<file path="src/core/twh_defs.vh">
// Purpose: constants of the two-wire host command path
// Assumes: 32-bit APB data, byte addresses
// Notes:   definitions only
`ifndef TWH_DEFS_VH
`define TWH_DEFS_VH
// ------------------------------------------------------------
// Register byte offsets
// ------------------------------------------------------------
`define TWH_CTRL_OFS   8'h00
`define TWH_TIME_OFS   8'h08
`define TWH_ACT_OFS    8'h0C
`define TWH_QUE_OFS    8'h10
`define TWH_RXH_OFS    8'h14
`define TWH_TXH_OFS    8'h18
`define TWH_STAT_OFS   8'h1C
`define TWH_SCLR_OFS   8'h2C
// ------------------------------------------------------------
// Command word fields
// ------------------------------------------------------------
`define TWH_C_ACKL     25
`define TWH_C_PEC      24
`define TWH_C_CNT_HI   23
`define TWH_C_CNT_LO   16
`define TWH_C_VALID    15
`define TWH_C_STOP     14
`define TWH_C_START    13
`define TWH_C_REPS     12
`define TWH_C_WIDE     11
`define TWH_C_ADR_HI   10
`define TWH_C_ADR_LO   1
`define TWH_C_READ     0
// ------------------------------------------------------------
// Status, clear, control and time fields
// ------------------------------------------------------------
`define TWH_S_RXA      0
`define TWH_S_TXR      1
`define TWH_S_COMMAND_SLOT_FREE     2
`define TWH_S_CCOMP    3
`define TWH_S_IDLE     4
`define TWH_S_BUS_TIMEOUT_FLAG     12
`define TWH_S_PACKET_CHECK_MISMATCH   13
`define TWH_S_STOPACC  14
`define TWH_S_ENB      16
`define TWH_STAT_RST   32'h0000_0002
`define TWH_K_EN       0
`define TWH_K_DIS      1
`define TWH_K_SMEN     4
`define TWH_K_SMDIS    5
`define TWH_K_STOP     8
`define TWH_T_LIM_HI   7
`define TWH_T_LIM_LO   0
`define TWH_T_EXP_HI   31
`define TWH_T_EXP_LO   28
// ------------------------------------------------------------
// Timing
// ------------------------------------------------------------
`define TWH_CLK_HZ     250000000
`define TWH_BUS_HZ     100000
`define TWH_QTR_CYC    (`TWH_CLK_HZ / (4 * `TWH_BUS_HZ))
`endif

</file>
<file path="src/core/twh_host.v">
// Purpose: two-wire host command path with APB registers
// Assumes: open-drain pins resolved outside; scl/sda async
// Notes:   one quarter-bit tick drives the START, bit and STOP waveforms
//
// The APB slave port is this design's own decision.
`include "twh_defs.vh"
module twh_host #(
   parameter QTR_CYC = `TWH_QTR_CYC
) (
   input  wire        core_clk,  // 250 MHz clock
   input  wire        nrst,      // async reset, low
   input  wire        psel,      // APB select
   input  wire        penable,   // APB enable
   input  wire        pwrite,    // APB direction
   input  wire [7:0]  paddr,     // APB byte address
   input  wire [31:0] pwdata,    // APB write data
   output reg  [31:0] prdata,    // APB read data
   output reg         pready,    // APB ready
   output reg         pslverr,   // APB error
   input  wire        scl_in,    // clock pin level
   output reg         scl_out,   // clock pin drive value
   output reg         scl_oe,    // clock pin pull low
   input  wire        sda_in,    // data pin level
   output reg         sda_out,   // data pin drive value
   output reg         sda_oe     // data pin pull low
);
   // ------------------------------------------------------------
   // States
   // ------------------------------------------------------------
   localparam [2:0] S_IDLE  = 3'd0;
   localparam [2:0] S_START = 3'd1;
   localparam [2:0] S_TXB   = 3'd2;
   localparam [2:0] S_RXB   = 3'd3;
   localparam [2:0] S_NEXT  = 3'd4;
   localparam [2:0] S_DATA  = 3'd5;
   localparam [2:0] S_STOP  = 3'd6;
   localparam [2:0] S_DONE  = 3'd7;
   localparam [31:0] QTOP_W = QTR_CYC - 1;
   localparam [9:0] QTOP    = QTOP_W[9:0];

   reg  [31:0] act_reg;
   reg  [31:0] act_next;
   reg  [31:0] que_reg;
   reg  [31:0] que_next;
   reg  [31:0] time_reg;
   reg         en_reg;
   reg         smb_reg;
   reg         ccomp_reg;
   reg         bus_timeout_flag_reg;
   reg         packet_check_mismatch_reg;
   reg         stopacc_reg;
   reg  [2:0]  st_reg;
   reg  [1:0]  q_reg;
   reg  [9:0]  qcnt_reg;
   reg  [3:0]  bit_reg;
   reg  [7:0]  shift_reg;
   reg  [7:0]  crc_reg;
   reg  [7:0]  rem_reg;
   reg  [1:0]  step_reg;
   reg         addr_ph_reg;
   reg         nack_reg;
   reg         abort_reg;
   reg         held_reg;
   reg         stop_req_reg;
   reg  [7:0]  rx_reg;
   reg         rx_av_reg;
   reg  [7:0]  tx_reg;
   reg         tx_full_reg;
   reg         ev_ccomp;
   reg         ev_bus_timeout_flag;
   reg         ev_pec;
   reg         ev_stop;
   reg         kill_que;
   reg  [16:0] pre_reg;
   reg  [7:0]  str_reg;
   reg  [2:0]  scl_sy;
   reg  [2:0]  sda_sy;
   reg         scl_f;
   reg         sda_f;
   reg  [31:0] rd_mux;
   reg         rd_err;

   // ------------------------------------------------------------
   // Decode
   // ------------------------------------------------------------
   wire acc    = psel & penable & pready;
   wire wr     = acc & pwrite;
   wire wr_ctl = wr & (paddr == `TWH_CTRL_OFS);
   wire wr_tim = wr & (paddr == `TWH_TIME_OFS);
   wire wr_act = wr & (paddr == `TWH_ACT_OFS);
   wire wr_que = wr & (paddr == `TWH_QUE_OFS);
   wire wr_tx  = wr & (paddr == `TWH_TXH_OFS);
   wire wr_clr = wr & (paddr == `TWH_SCLR_OFS);
   wire rd_rx  = acc & ~pwrite & (paddr == `TWH_RXH_OFS);

   wire       rd_dir  = act_reg[`TWH_C_READ];
   wire [9:0] tadr    = act_reg[`TWH_C_ADR_HI:`TWH_C_ADR_LO];
   wire       wide    = act_reg[`TWH_C_WIDE] & ~smb_reg;
   wire       pec_use = act_reg[`TWH_C_PEC] & smb_reg;
   wire       ack_drv = (rem_reg != 8'h01) | act_reg[`TWH_C_ACKL];
   wire       last_rx = (rem_reg == 8'h01);
   wire [7:0] addr_b  = (step_reg == 2'd1) ? tadr[7:0] :
                        (~wide) ? {tadr[6:0], rd_dir} :
                        {5'b11110, tadr[9:8], (step_reg == 2'd2)};
   wire       bit_in  = (st_reg == S_RXB) ? sda_f : shift_reg[7];
   wire [7:0] crc_nx  = {crc_reg[6:0], 1'b0} ^
                        ((crc_reg[7] ^ sda_f) ? 8'h07 : 8'h00);
   wire       qtick   = (qcnt_reg == QTOP);
   wire       waiting = (q_reg == 2'd2) & ~scl_f;
   wire       rx_stl  = (st_reg == S_RXB) & (bit_reg == 4'd8) &
                        (q_reg == 2'd0) & rx_av_reg;
   wire       adv     = qtick & ~waiting & ~rx_stl;
   wire       on_bus  = (st_reg == S_START) | (st_reg == S_TXB) |
                        (st_reg == S_RXB) | (st_reg == S_STOP);
   wire [3:0] pexp    = time_reg[`TWH_T_EXP_HI:`TWH_T_EXP_LO];
   wire [16:0] pre_top = (17'h0_0001 << ({1'b0, pexp} + 5'd1)) - 17'h0_0001;
   wire       pre_tk  = (pre_reg == pre_top);
   wire [7:0] lim     = time_reg[`TWH_T_LIM_HI:`TWH_T_LIM_LO];
   wire       tmo     = on_bus & waiting & pre_tk & (lim != 8'h00) &
                        (str_reg >= lim);
   wire       done    = (st_reg == S_DONE);
   wire       command_slot_free    = en_reg & (~act_reg[`TWH_C_VALID] |
                        ~que_reg[`TWH_C_VALID]);
   wire       idle    = en_reg & (st_reg == S_IDLE) &
                        ~act_reg[`TWH_C_VALID] & ~que_reg[`TWH_C_VALID];
   wire [31:0] stat   = {15'h0000, en_reg, 1'b0, stopacc_reg, packet_check_mismatch_reg,
                         bus_timeout_flag_reg, 4'h0, 3'h0, idle, ccomp_reg, command_slot_free,
                         ~tx_full_reg, rx_av_reg};

   // ------------------------------------------------------------
   // Pin synchronisers
   // ------------------------------------------------------------
   // A level counts only once the two later stages agree
   always @(posedge core_clk or negedge nrst)
   begin
      if (!nrst)
      begin
         scl_sy <= 3'b111;
         sda_sy <= 3'b111;
         scl_f  <= 1'b1;
         sda_f  <= 1'b1;
      end
      else
      begin
         scl_sy <= {scl_sy[1:0], scl_in};
         sda_sy <= {sda_sy[1:0], sda_in};
         if (scl_sy[2] == scl_sy[1])
            scl_f <= scl_sy[2];
         if (sda_sy[2] == sda_sy[1])
            sda_f <= sda_sy[2];
      end
   end

   // ------------------------------------------------------------
   // Command registers
   // ------------------------------------------------------------
   always @*
   begin
      act_next = act_reg;
      que_next = que_reg;
      if (wr_act)
         act_next = pwdata;
      if (wr_que)
         que_next = pwdata;
      if (done)
         act_next[`TWH_C_VALID] = 1'b0;
      if (kill_que)
         que_next[`TWH_C_VALID] = 1'b0;
      if (~act_next[`TWH_C_VALID] & que_next[`TWH_C_VALID])
      begin
         act_next = que_next;
         que_next[`TWH_C_VALID] = 1'b0;
      end
   end

   // ------------------------------------------------------------
   // APB slave and flags
   // ------------------------------------------------------------
   always @*
   begin
      rd_mux = 32'h0000_0000;
      rd_err = 1'b0;
      case (paddr)
         `TWH_CTRL_OFS : rd_mux = 32'h0000_0000;
         `TWH_TIME_OFS : rd_mux = time_reg;
         `TWH_ACT_OFS  : rd_mux = act_reg;
         `TWH_QUE_OFS  : rd_mux = que_reg;
         `TWH_RXH_OFS  : rd_mux = {24'h00_0000, rx_reg};
         `TWH_TXH_OFS  : rd_mux = 32'h0000_0000;
         `TWH_STAT_OFS : rd_mux = stat;
         `TWH_SCLR_OFS : rd_mux = 32'h0000_0000;
         default       : rd_err = 1'b1;
      endcase
   end

   always @(posedge core_clk or negedge nrst)
   begin
      if (!nrst)
      begin
         pready      <= 1'b0;
         prdata      <= 32'h0000_0000;
         pslverr     <= 1'b0;
         act_reg     <= 32'h0000_0000;
         que_reg     <= 32'h0000_0000;
         time_reg    <= 32'h0000_0000;
         en_reg      <= 1'b0;
         smb_reg     <= 1'b0;
         ccomp_reg   <= 1'b0;
         bus_timeout_flag_reg    <= 1'b0;
         packet_check_mismatch_reg  <= 1'b0;
         stopacc_reg <= 1'b0;
      end
      else
      begin
         // One wait state: data and error register in the same cycle as ready
         pready  <= psel & penable & ~pready;
         prdata  <= (psel & penable & ~pready & ~pwrite) ? rd_mux : 32'h0000_0000;
         pslverr <= psel & penable & ~pready & rd_err;
         act_reg <= act_next;
         que_reg <= que_next;
         if (wr_tim)
            time_reg <= pwdata;
         if (wr_ctl & pwdata[`TWH_K_EN])
            en_reg <= 1'b1;
         if (wr_ctl & pwdata[`TWH_K_DIS])
            en_reg <= 1'b0;
         if (wr_ctl & pwdata[`TWH_K_SMEN])
            smb_reg <= 1'b1;
         if (wr_ctl & pwdata[`TWH_K_SMDIS])
            smb_reg <= 1'b0;
         // Set wins over a clear in the same cycle
         ccomp_reg   <= (ccomp_reg & ~(wr_clr & pwdata[`TWH_S_CCOMP])) |
                        ev_ccomp;
         bus_timeout_flag_reg    <= (bus_timeout_flag_reg & ~(wr_clr & pwdata[`TWH_S_BUS_TIMEOUT_FLAG])) |
                        ev_bus_timeout_flag;
         packet_check_mismatch_reg  <= (packet_check_mismatch_reg & ~(wr_clr & pwdata[`TWH_S_PACKET_CHECK_MISMATCH])) |
                        ev_pec;
         stopacc_reg <= (stopacc_reg & ~(wr_clr & pwdata[`TWH_S_STOPACC])) |
                        ev_stop;
      end
   end

   // ------------------------------------------------------------
   // Bus engine
   // ------------------------------------------------------------
   always @(posedge core_clk or negedge nrst)
   begin
      if (!nrst)
      begin
         st_reg       <= S_IDLE;
         q_reg        <= 2'd0;
         qcnt_reg     <= 10'h000;
         bit_reg      <= 4'h0;
         shift_reg    <= 8'h00;
         crc_reg      <= 8'h00;
         rem_reg      <= 8'h00;
         step_reg     <= 2'd0;
         addr_ph_reg  <= 1'b0;
         nack_reg     <= 1'b0;
         abort_reg    <= 1'b0;
         held_reg     <= 1'b0;
         stop_req_reg <= 1'b0;
         rx_reg       <= 8'h00;
         rx_av_reg    <= 1'b0;
         tx_reg       <= 8'h00;
         tx_full_reg  <= 1'b0;
         ev_ccomp     <= 1'b0;
         ev_bus_timeout_flag      <= 1'b0;
         ev_pec       <= 1'b0;
         ev_stop      <= 1'b0;
         kill_que     <= 1'b0;
         pre_reg      <= 17'h0_0000;
         str_reg      <= 8'h00;
         scl_out      <= 1'b0;
         scl_oe       <= 1'b0;
         sda_out      <= 1'b0;
         sda_oe       <= 1'b0;
      end
      else
      begin
         ev_ccomp <= 1'b0;
         ev_bus_timeout_flag  <= 1'b0;
         ev_pec   <= 1'b0;
         ev_stop  <= 1'b0;
         kill_que <= 1'b0;
         scl_out  <= 1'b0;
         sda_out  <= 1'b0;
         qcnt_reg <= (qtick | ~on_bus) ? 10'h000 : qcnt_reg + 10'h001;
         if (rd_rx)
            rx_av_reg <= 1'b0;
         if (wr_tx)
         begin
            tx_reg      <= pwdata[7:0];
            tx_full_reg <= 1'b1;
         end
         // Cumulative stretch time of the whole command
         if (on_bus & waiting)
         begin
            pre_reg <= pre_tk ? 17'h0_0000 : pre_reg + 17'h0_0001;
            if (pre_tk & (str_reg != 8'hFF))
               str_reg <= str_reg + 8'h01;
         end
         case (st_reg)
            S_IDLE:
            begin
               q_reg <= 2'd0;
               if (stop_req_reg)
               begin
                  if (held_reg)
                  begin
                     abort_reg <= 1'b1;
                     st_reg    <= S_STOP;
                  end
                  else
                  begin
                     stop_req_reg <= 1'b0;
                     ev_stop      <= 1'b1;
                  end
               end
               else if (en_reg & act_reg[`TWH_C_VALID])
               begin
                  rem_reg   <= act_reg[`TWH_C_CNT_HI:`TWH_C_CNT_LO];
                  abort_reg <= 1'b0;
                  str_reg   <= 8'h00;
                  pre_reg   <= 17'h0_0000;
                  if (act_reg[`TWH_C_START])
                  begin
                     // Same waveform serves START and repeated START
                     st_reg   <= S_START;
                     step_reg <= (wide & rd_dir & act_reg[`TWH_C_REPS]) ?
                                 2'd2 : 2'd0;
                  end
                  else
                     st_reg <= S_DATA;
               end
            end
            S_START:
               if (adv)
               begin
                  q_reg <= q_reg + 2'd1;
                  case (q_reg)
                     2'd0: sda_oe <= 1'b0;
                     2'd1: scl_oe <= 1'b0;
                     2'd2: sda_oe <= 1'b1;
                     default:
                     begin
                        scl_oe      <= 1'b1;
                        held_reg    <= 1'b1;
                        crc_reg     <= 8'h00;
                        shift_reg   <= addr_b;
                        bit_reg     <= 4'h0;
                        addr_ph_reg <= 1'b1;
                        st_reg      <= S_TXB;
                     end
                  endcase
               end
            S_TXB, S_RXB:
               if (adv)
               begin
                  q_reg <= q_reg + 2'd1;
                  case (q_reg)
                     2'd0:
                        if (bit_reg != 4'd8)
                           sda_oe <= (st_reg == S_TXB) & ~bit_in;
                        else if (st_reg == S_TXB)
                           sda_oe <= 1'b0;
                        else
                        begin
                           sda_oe    <= ack_drv;
                           rx_reg    <= shift_reg;
                           rx_av_reg <= 1'b1;
                           if (pec_use & last_rx & (crc_reg != 8'h00))
                              ev_pec <= 1'b1;
                        end
                     2'd1: scl_oe <= 1'b0;
                     2'd2:
                        if (bit_reg != 4'd8)
                        begin
                           crc_reg   <= crc_nx;
                           shift_reg <= {shift_reg[6:0], sda_f};
                        end
                        else if (st_reg == S_TXB)
                           nack_reg <= sda_f;
                     default:
                     begin
                        scl_oe <= 1'b1;
                        if (bit_reg == 4'd8)
                        begin
                           bit_reg <= 4'h0;
                           st_reg  <= S_NEXT;
                        end
                        else
                           bit_reg <= bit_reg + 4'h1;
                     end
                  endcase
               end
            S_NEXT:
            begin
               q_reg <= 2'd0;
               if (~addr_ph_reg)
                  rem_reg <= rem_reg - 8'h01;
               if ((nack_reg & (~addr_ph_reg ? ~rd_dir : 1'b1)) | stop_req_reg)
               begin
                  nack_reg  <= 1'b0;
                  abort_reg <= 1'b1;
                  st_reg    <= S_STOP;
               end
               else if (addr_ph_reg & wide & (step_reg == 2'd0))
               begin
                  step_reg  <= 2'd1;
                  shift_reg <= tadr[7:0];
                  st_reg    <= S_TXB;
               end
               else if (addr_ph_reg & wide & (step_reg == 2'd1) & rd_dir)
               begin
                  step_reg <= 2'd2;
                  st_reg   <= S_START;
               end
               else
               begin
                  addr_ph_reg <= 1'b0;
                  st_reg      <= S_DATA;
               end
            end
            S_DATA:
            begin
               q_reg <= 2'd0;
               if (stop_req_reg)
               begin
                  abort_reg <= 1'b1;
                  st_reg    <= S_STOP;
               end
               else if (rem_reg == 8'h00)
                  st_reg <= act_reg[`TWH_C_STOP] ? S_STOP : S_DONE;
               else if (rd_dir)
                  st_reg <= S_RXB;
               else if (pec_use & (rem_reg == 8'h01))
               begin
                  shift_reg <= crc_reg;
                  st_reg    <= S_TXB;
               end
               else if (tx_full_reg)
               begin
                  shift_reg   <= tx_reg;
                  tx_full_reg <= wr_tx;
                  st_reg      <= S_TXB;
               end
            end
            S_STOP:
               if (adv)
               begin
                  q_reg <= q_reg + 2'd1;
                  case (q_reg)
                     2'd0: sda_oe <= 1'b1;
                     2'd1: scl_oe <= 1'b0;
                     2'd2: sda_oe <= 1'b0;
                     default:
                     begin
                        held_reg <= 1'b0;
                        st_reg   <= S_DONE;
                     end
                  endcase
               end
            S_DONE:
            begin
               st_reg <= S_IDLE;
               if (stop_req_reg)
               begin
                  // The queued command has already moved up and still runs; kill_que lands one cycle later
                  stop_req_reg <= 1'b0;
                  ev_stop      <= 1'b1;
                  kill_que     <= 1'b1;
               end
               else if (~abort_reg & act_reg[`TWH_C_STOP])
                  ev_ccomp <= 1'b1;
            end
            default: st_reg <= S_IDLE;
         endcase
         // Timeout releases the bus at once, possibly mid-byte
         if (tmo)
         begin
            ev_bus_timeout_flag   <= 1'b1;
            scl_oe    <= 1'b0;
            sda_oe    <= 1'b0;
            held_reg  <= 1'b0;
            abort_reg <= 1'b1;
            st_reg    <= S_DONE;
         end
         if (wr_ctl & pwdata[`TWH_K_STOP])
            stop_req_reg <= 1'b1;
      end
   end
endmodule // twh_host

</file>
<file path="config.mk">
export PLATFORM = sky130hd
export DESIGN_NAME = twh_host
export DESIGN_NICKNAME = d
export VERILOG_FILES = /design/src/core/twh_host.v
export VERILOG_INCLUDE_DIRS = /design/src /design/src/core
export SDC_FILE = /design/constraint.sdc
export NUM_CORES = 1
export LEC_CHECK = 0
export CORE_UTILIZATION = 51
export CTS_CLUSTER_DIAMETER = 100
export DETAILED_ROUTE_END_ITERATION = 6
export DONT_BUFFER_PORTS = 1
export PLACE_DENSITY_LB_ADDON = 0.2
export SLEW_MARGIN = 30
export SYNTH_ARGS = -nofsm -noshare
export SYNTH_HDL_FRONTEND = slang
export SYNTH_SLANG_ARGS = --single-unit
</file>
<file path="constraint.sdc">
create_clock -name core_clk -period 4.1 [get_ports core_clk]
set_clock_uncertainty 0.1 [all_clocks]
set_input_delay 1.23 -clock core_clk [delete_from_list [all_inputs] [get_ports core_clk]]
set_output_delay 1.23 -clock core_clk [all_outputs]
set_load 0.01 [all_outputs]
</file>
==> results.cfg <==
[run_status]
outcome = finished clean

[layout]
fin_area_um2 = 13900
area_growth_syn_to_layout_pct = 10.6
final_core_util = 0.572
fill_cells = 2065
drive_gt1_frac = 0.215
antenna_cells = 0
multi_input_area_um2 = 5980
seq_area_um2 = 6120
num-nets-final = 1233

[place]
gp_congestion = 0.861
place_area_um2 = 12900
portBuffers = 0
place_hpwl_um = 20100

[logic_synthesis]
ys_seq_area_frac = 0.488
synth_edf_count = 0
yosys_register_bits = 244
ys_types = 80
netlist_instances = 1181
synth_largest_area_cell = dfrtp_1
async_reset_ff_frac = 1.00
netlist.area_leader.share = 0.471
ys_top_cells_by_area = dfrtp_1 47%, mux2_2 14%, nor2_1 3.0%
ys.flop_type = dfrtp_1
postSynthAreaPerCell_um2 = 10.6
synth.cell_area_um2 = 12500
yosys_warnings = 0

[floorplanning]
die_w_um = 159
fp.dieH_um = 159
rows = 57
ios = 85
dieArea_um2 = 25200
coreArea_um2 = 24200
initial_utilization = 0.517

[timing]
setup_viol = 0
worstMarginPinSlew_ps = 871
holdWs_ps = 254
finalHoldViolCount = 0
slew_violations = 0
finalCritPeriodShare = 0.889
slew_headroom = 0.420
fmax_mhz = 274
fin_crit_ps = 3640
tns_ps = 0
rsz0062_at_grt = no

[power]
ir_drop_v = 0.000338
power_leakage_uw = 0.00640
pwr_density_cell_nw_per_um2 = 482

[worst_setup_path]
worstPathArrival_ps = 3970
max_stage_delay_ps = 460
crit_fanout = 18
required_ps = 4420
worstPathCellList = nor4_2 -> inv_2 -> ha_1 -> nor2b_1 -> and4_1 -> o21ai_0 -> a2111oi_2 -> nand4_2 -> or3_1 -> mux2i_1
critPathKind = reg -> reg
slowest_stage = nor4_2
critPathCaptureType = flip-flop
crit_family = simple AND/OR/NAND/NOR gates
path_depth = 10
worstPathBufferInverterCount = 1
cp-start-kind = flip-flop
reg2reg_depth = 10

[job]
maxCapViolCount = 0

[clock_network]
clk_pin_slew_ps = 60
ctsHoldBuffers = 0
clk_latency_ps = 550
cts_tree = built
cts_max_level = 1
clock-sinks = 244
clockBufferDepth = 3
cts-root-buf = clkbuf_16
cts_setup_buffers = 0
cts.repair.resized = 0
cts_buffers = 26

[global_route]
grt_pass1_wl_um = 49500
grt_pass1_vias = 9001
antenna_found_initial = 0
grt_max_degree = 245
grt_overflow = 0
grt_usage = 0.244

[route]
vias_per_cell = 6.13
wl_per_cell_um = 20.2
ant_nets = 0
dr.first_iter.drc_count = 895
drtPass1Iterations = 7
drc = 0
wl_um = 30500
via_count = 9226

[hold_path]
worstHoldPathType = reg -> reg
whs_path_depth = 0
final cells by class:
cell class,count,share of cell area
clock buffers,31,0.0504
clock inverters,17,0.0217
inverters,43,0.0116
multi-input cells,823,0.431
well taps,324,0.0292
repair buffers,24,0.0148
flip-flops and latches,244,0.441
layer usage:
layer / routed length [µm] / track usage / up-vias
li1: - / - / 4275
met1: 13400 / 0.330 / 4663
met2: 14400 / 0.396 / 237
met3: 1840 / 0.0496 / 51
met4: 803 / 0.0724 / 0
met5: 0 / 0 / -
Yosys cell counts, drive strengths merged, types with 3 or more instances:
| master | count |
|---|---|
| a21oi | 62 |
| clkbuf | 48 |
| a31oi | 5 |
| dfstp | 8 |
| mux2 | 160 |
| mux2i | 7 |
| and2 | 10 |
| nor2b | 5 |
| a211oi | 11 |
| xor2 | 13 |
| o31ai | 3 |
| a22oi | 15 |
| nand2b | 10 |
| nor4 | 14 |
| o211ai | 7 |
| nand3 | 43 |
| buf | 24 |
| nor4b | 5 |
| or4 | 4 |
| a221o | 8 |
| or3 | 13 |
| o211a | 3 |
| a222oi | 29 |
| nor2 | 101 |
| a21o | 11 |
| nor3 | 17 |
| inv | 42 |
| or4b | 3 |
| xnor2 | 21 |
| and3 | 16 |
| o21ai | 68 |
| nand2 | 71 |
| dfrtp | 236 |
| o22ai | 10 |
| ha | 24 |
| nand4 | 7 |
| a2111oi | 3 |
| nor3b | 4 |
| nand3b | 4 |
| and4 | 3 |
layout by cell type (no fill, tap or decap), types with 4 or more instances in the layout:
| cell | synthesis | final |
|---|---|---|
| dfrtp_1 | 236 | 236 |
| nand2_1 | 70 | 70 |
| a21o_1 | 11 | 11 |
| buf_4 | 5 | 22 |
| nor3b_1 | 4 | 4 |
| xnor2_1 | 21 | 21 |
| inv_1 | 41 | 41 |
| or3_1 | 13 | 13 |
| nand4_1 | 6 | 6 |
| nor2b_1 | 5 | 5 |
| a31oi_1 | 5 | 5 |
| o22ai_1 | 10 | 10 |
| a221o_1 | 8 | 8 |
| mux2i_1 | 7 | 7 |
| and3_1 | 16 | 16 |
| a22oi_1 | 15 | 15 |
| bufinv_16 | 0 | 8 |
| clkbuf_16 | 0 | 26 |
| nor2_1 | 101 | 101 |
| nor3_1 | 16 | 15 |
| o21ai_0 | 63 | 63 |
| nand3b_1 | 4 | 4 |
| a21oi_1 | 62 | 62 |
| clkinv_2 | 0 | 6 |
| nand3_1 | 43 | 43 |
| a222oi_1 | 29 | 29 |
| dfstp_2 | 8 | 8 |
| and2_1 | 10 | 10 |
| or4_1 | 4 | 4 |
| nand2b_1 | 10 | 10 |
| mux2_2 | 158 | 158 |
| nor4_1 | 13 | 13 |
| o211ai_1 | 7 | 7 |
| xor2_1 | 13 | 13 |
| a211oi_1 | 10 | 10 |
| ha_1 | 24 | 24 |
path summary, 6_finish.rpt:
check                             start     endpoint  slack [ps]
min in group asynchronous          nrst  qcnt_reg[5]         290
max in group asynchronous          nrst   bit_reg[0]        2890
max reg2reg                time_reg[28]   str_reg[7]         460
max                        time_reg[28]   str_reg[7]         460
min reg2reg                   sda_sy[0]    sda_sy[1]         250
min                           sda_sy[0]    sda_sy[1]         250
stage by stage:
stage               cells  setup WS [ps]  total power [µW]
global placement     1458            553              3960
finish               1506            456              6690
CTS                  1506            437              6720
global route         1506           39.8              7010
detailed placement   1458            439              3980
floorplan            1182            750              3660
worst register-to-register path, stage by stage, from the launching register on:
cell and delay [ps]:
dfrtp_1 380, nor4_2 460, inv_2 80, ha_1 410, nor2b_1 350, and4_1 250
o21ai_0 100, a2111oi_2 460, nand4_2 360, or3_1 460, mux2i_1 130
report_power, final:
part           switching [µW]  leakage (µW)  total (µW)  internal, µW
Clock                    1010      0.000488        2730          1720
Sequential                128       0.00332        2650          2520
Combinational             789       0.00259        1300           511
Total                    1930       0.00640        6690          4760
kinds of logic after synthesis:
family          Yosys count  synth area share
compound gates          256             0.139
buf+inv                 115            0.0376
flops                   244             0.488
fa+ha+maj                26            0.0256
mux                     167             0.149
xor+xnor                 34            0.0238
simple gates            337             0.136
other cells               2          0.000599
Note: power is estimated with default switching activity, not from simulation.
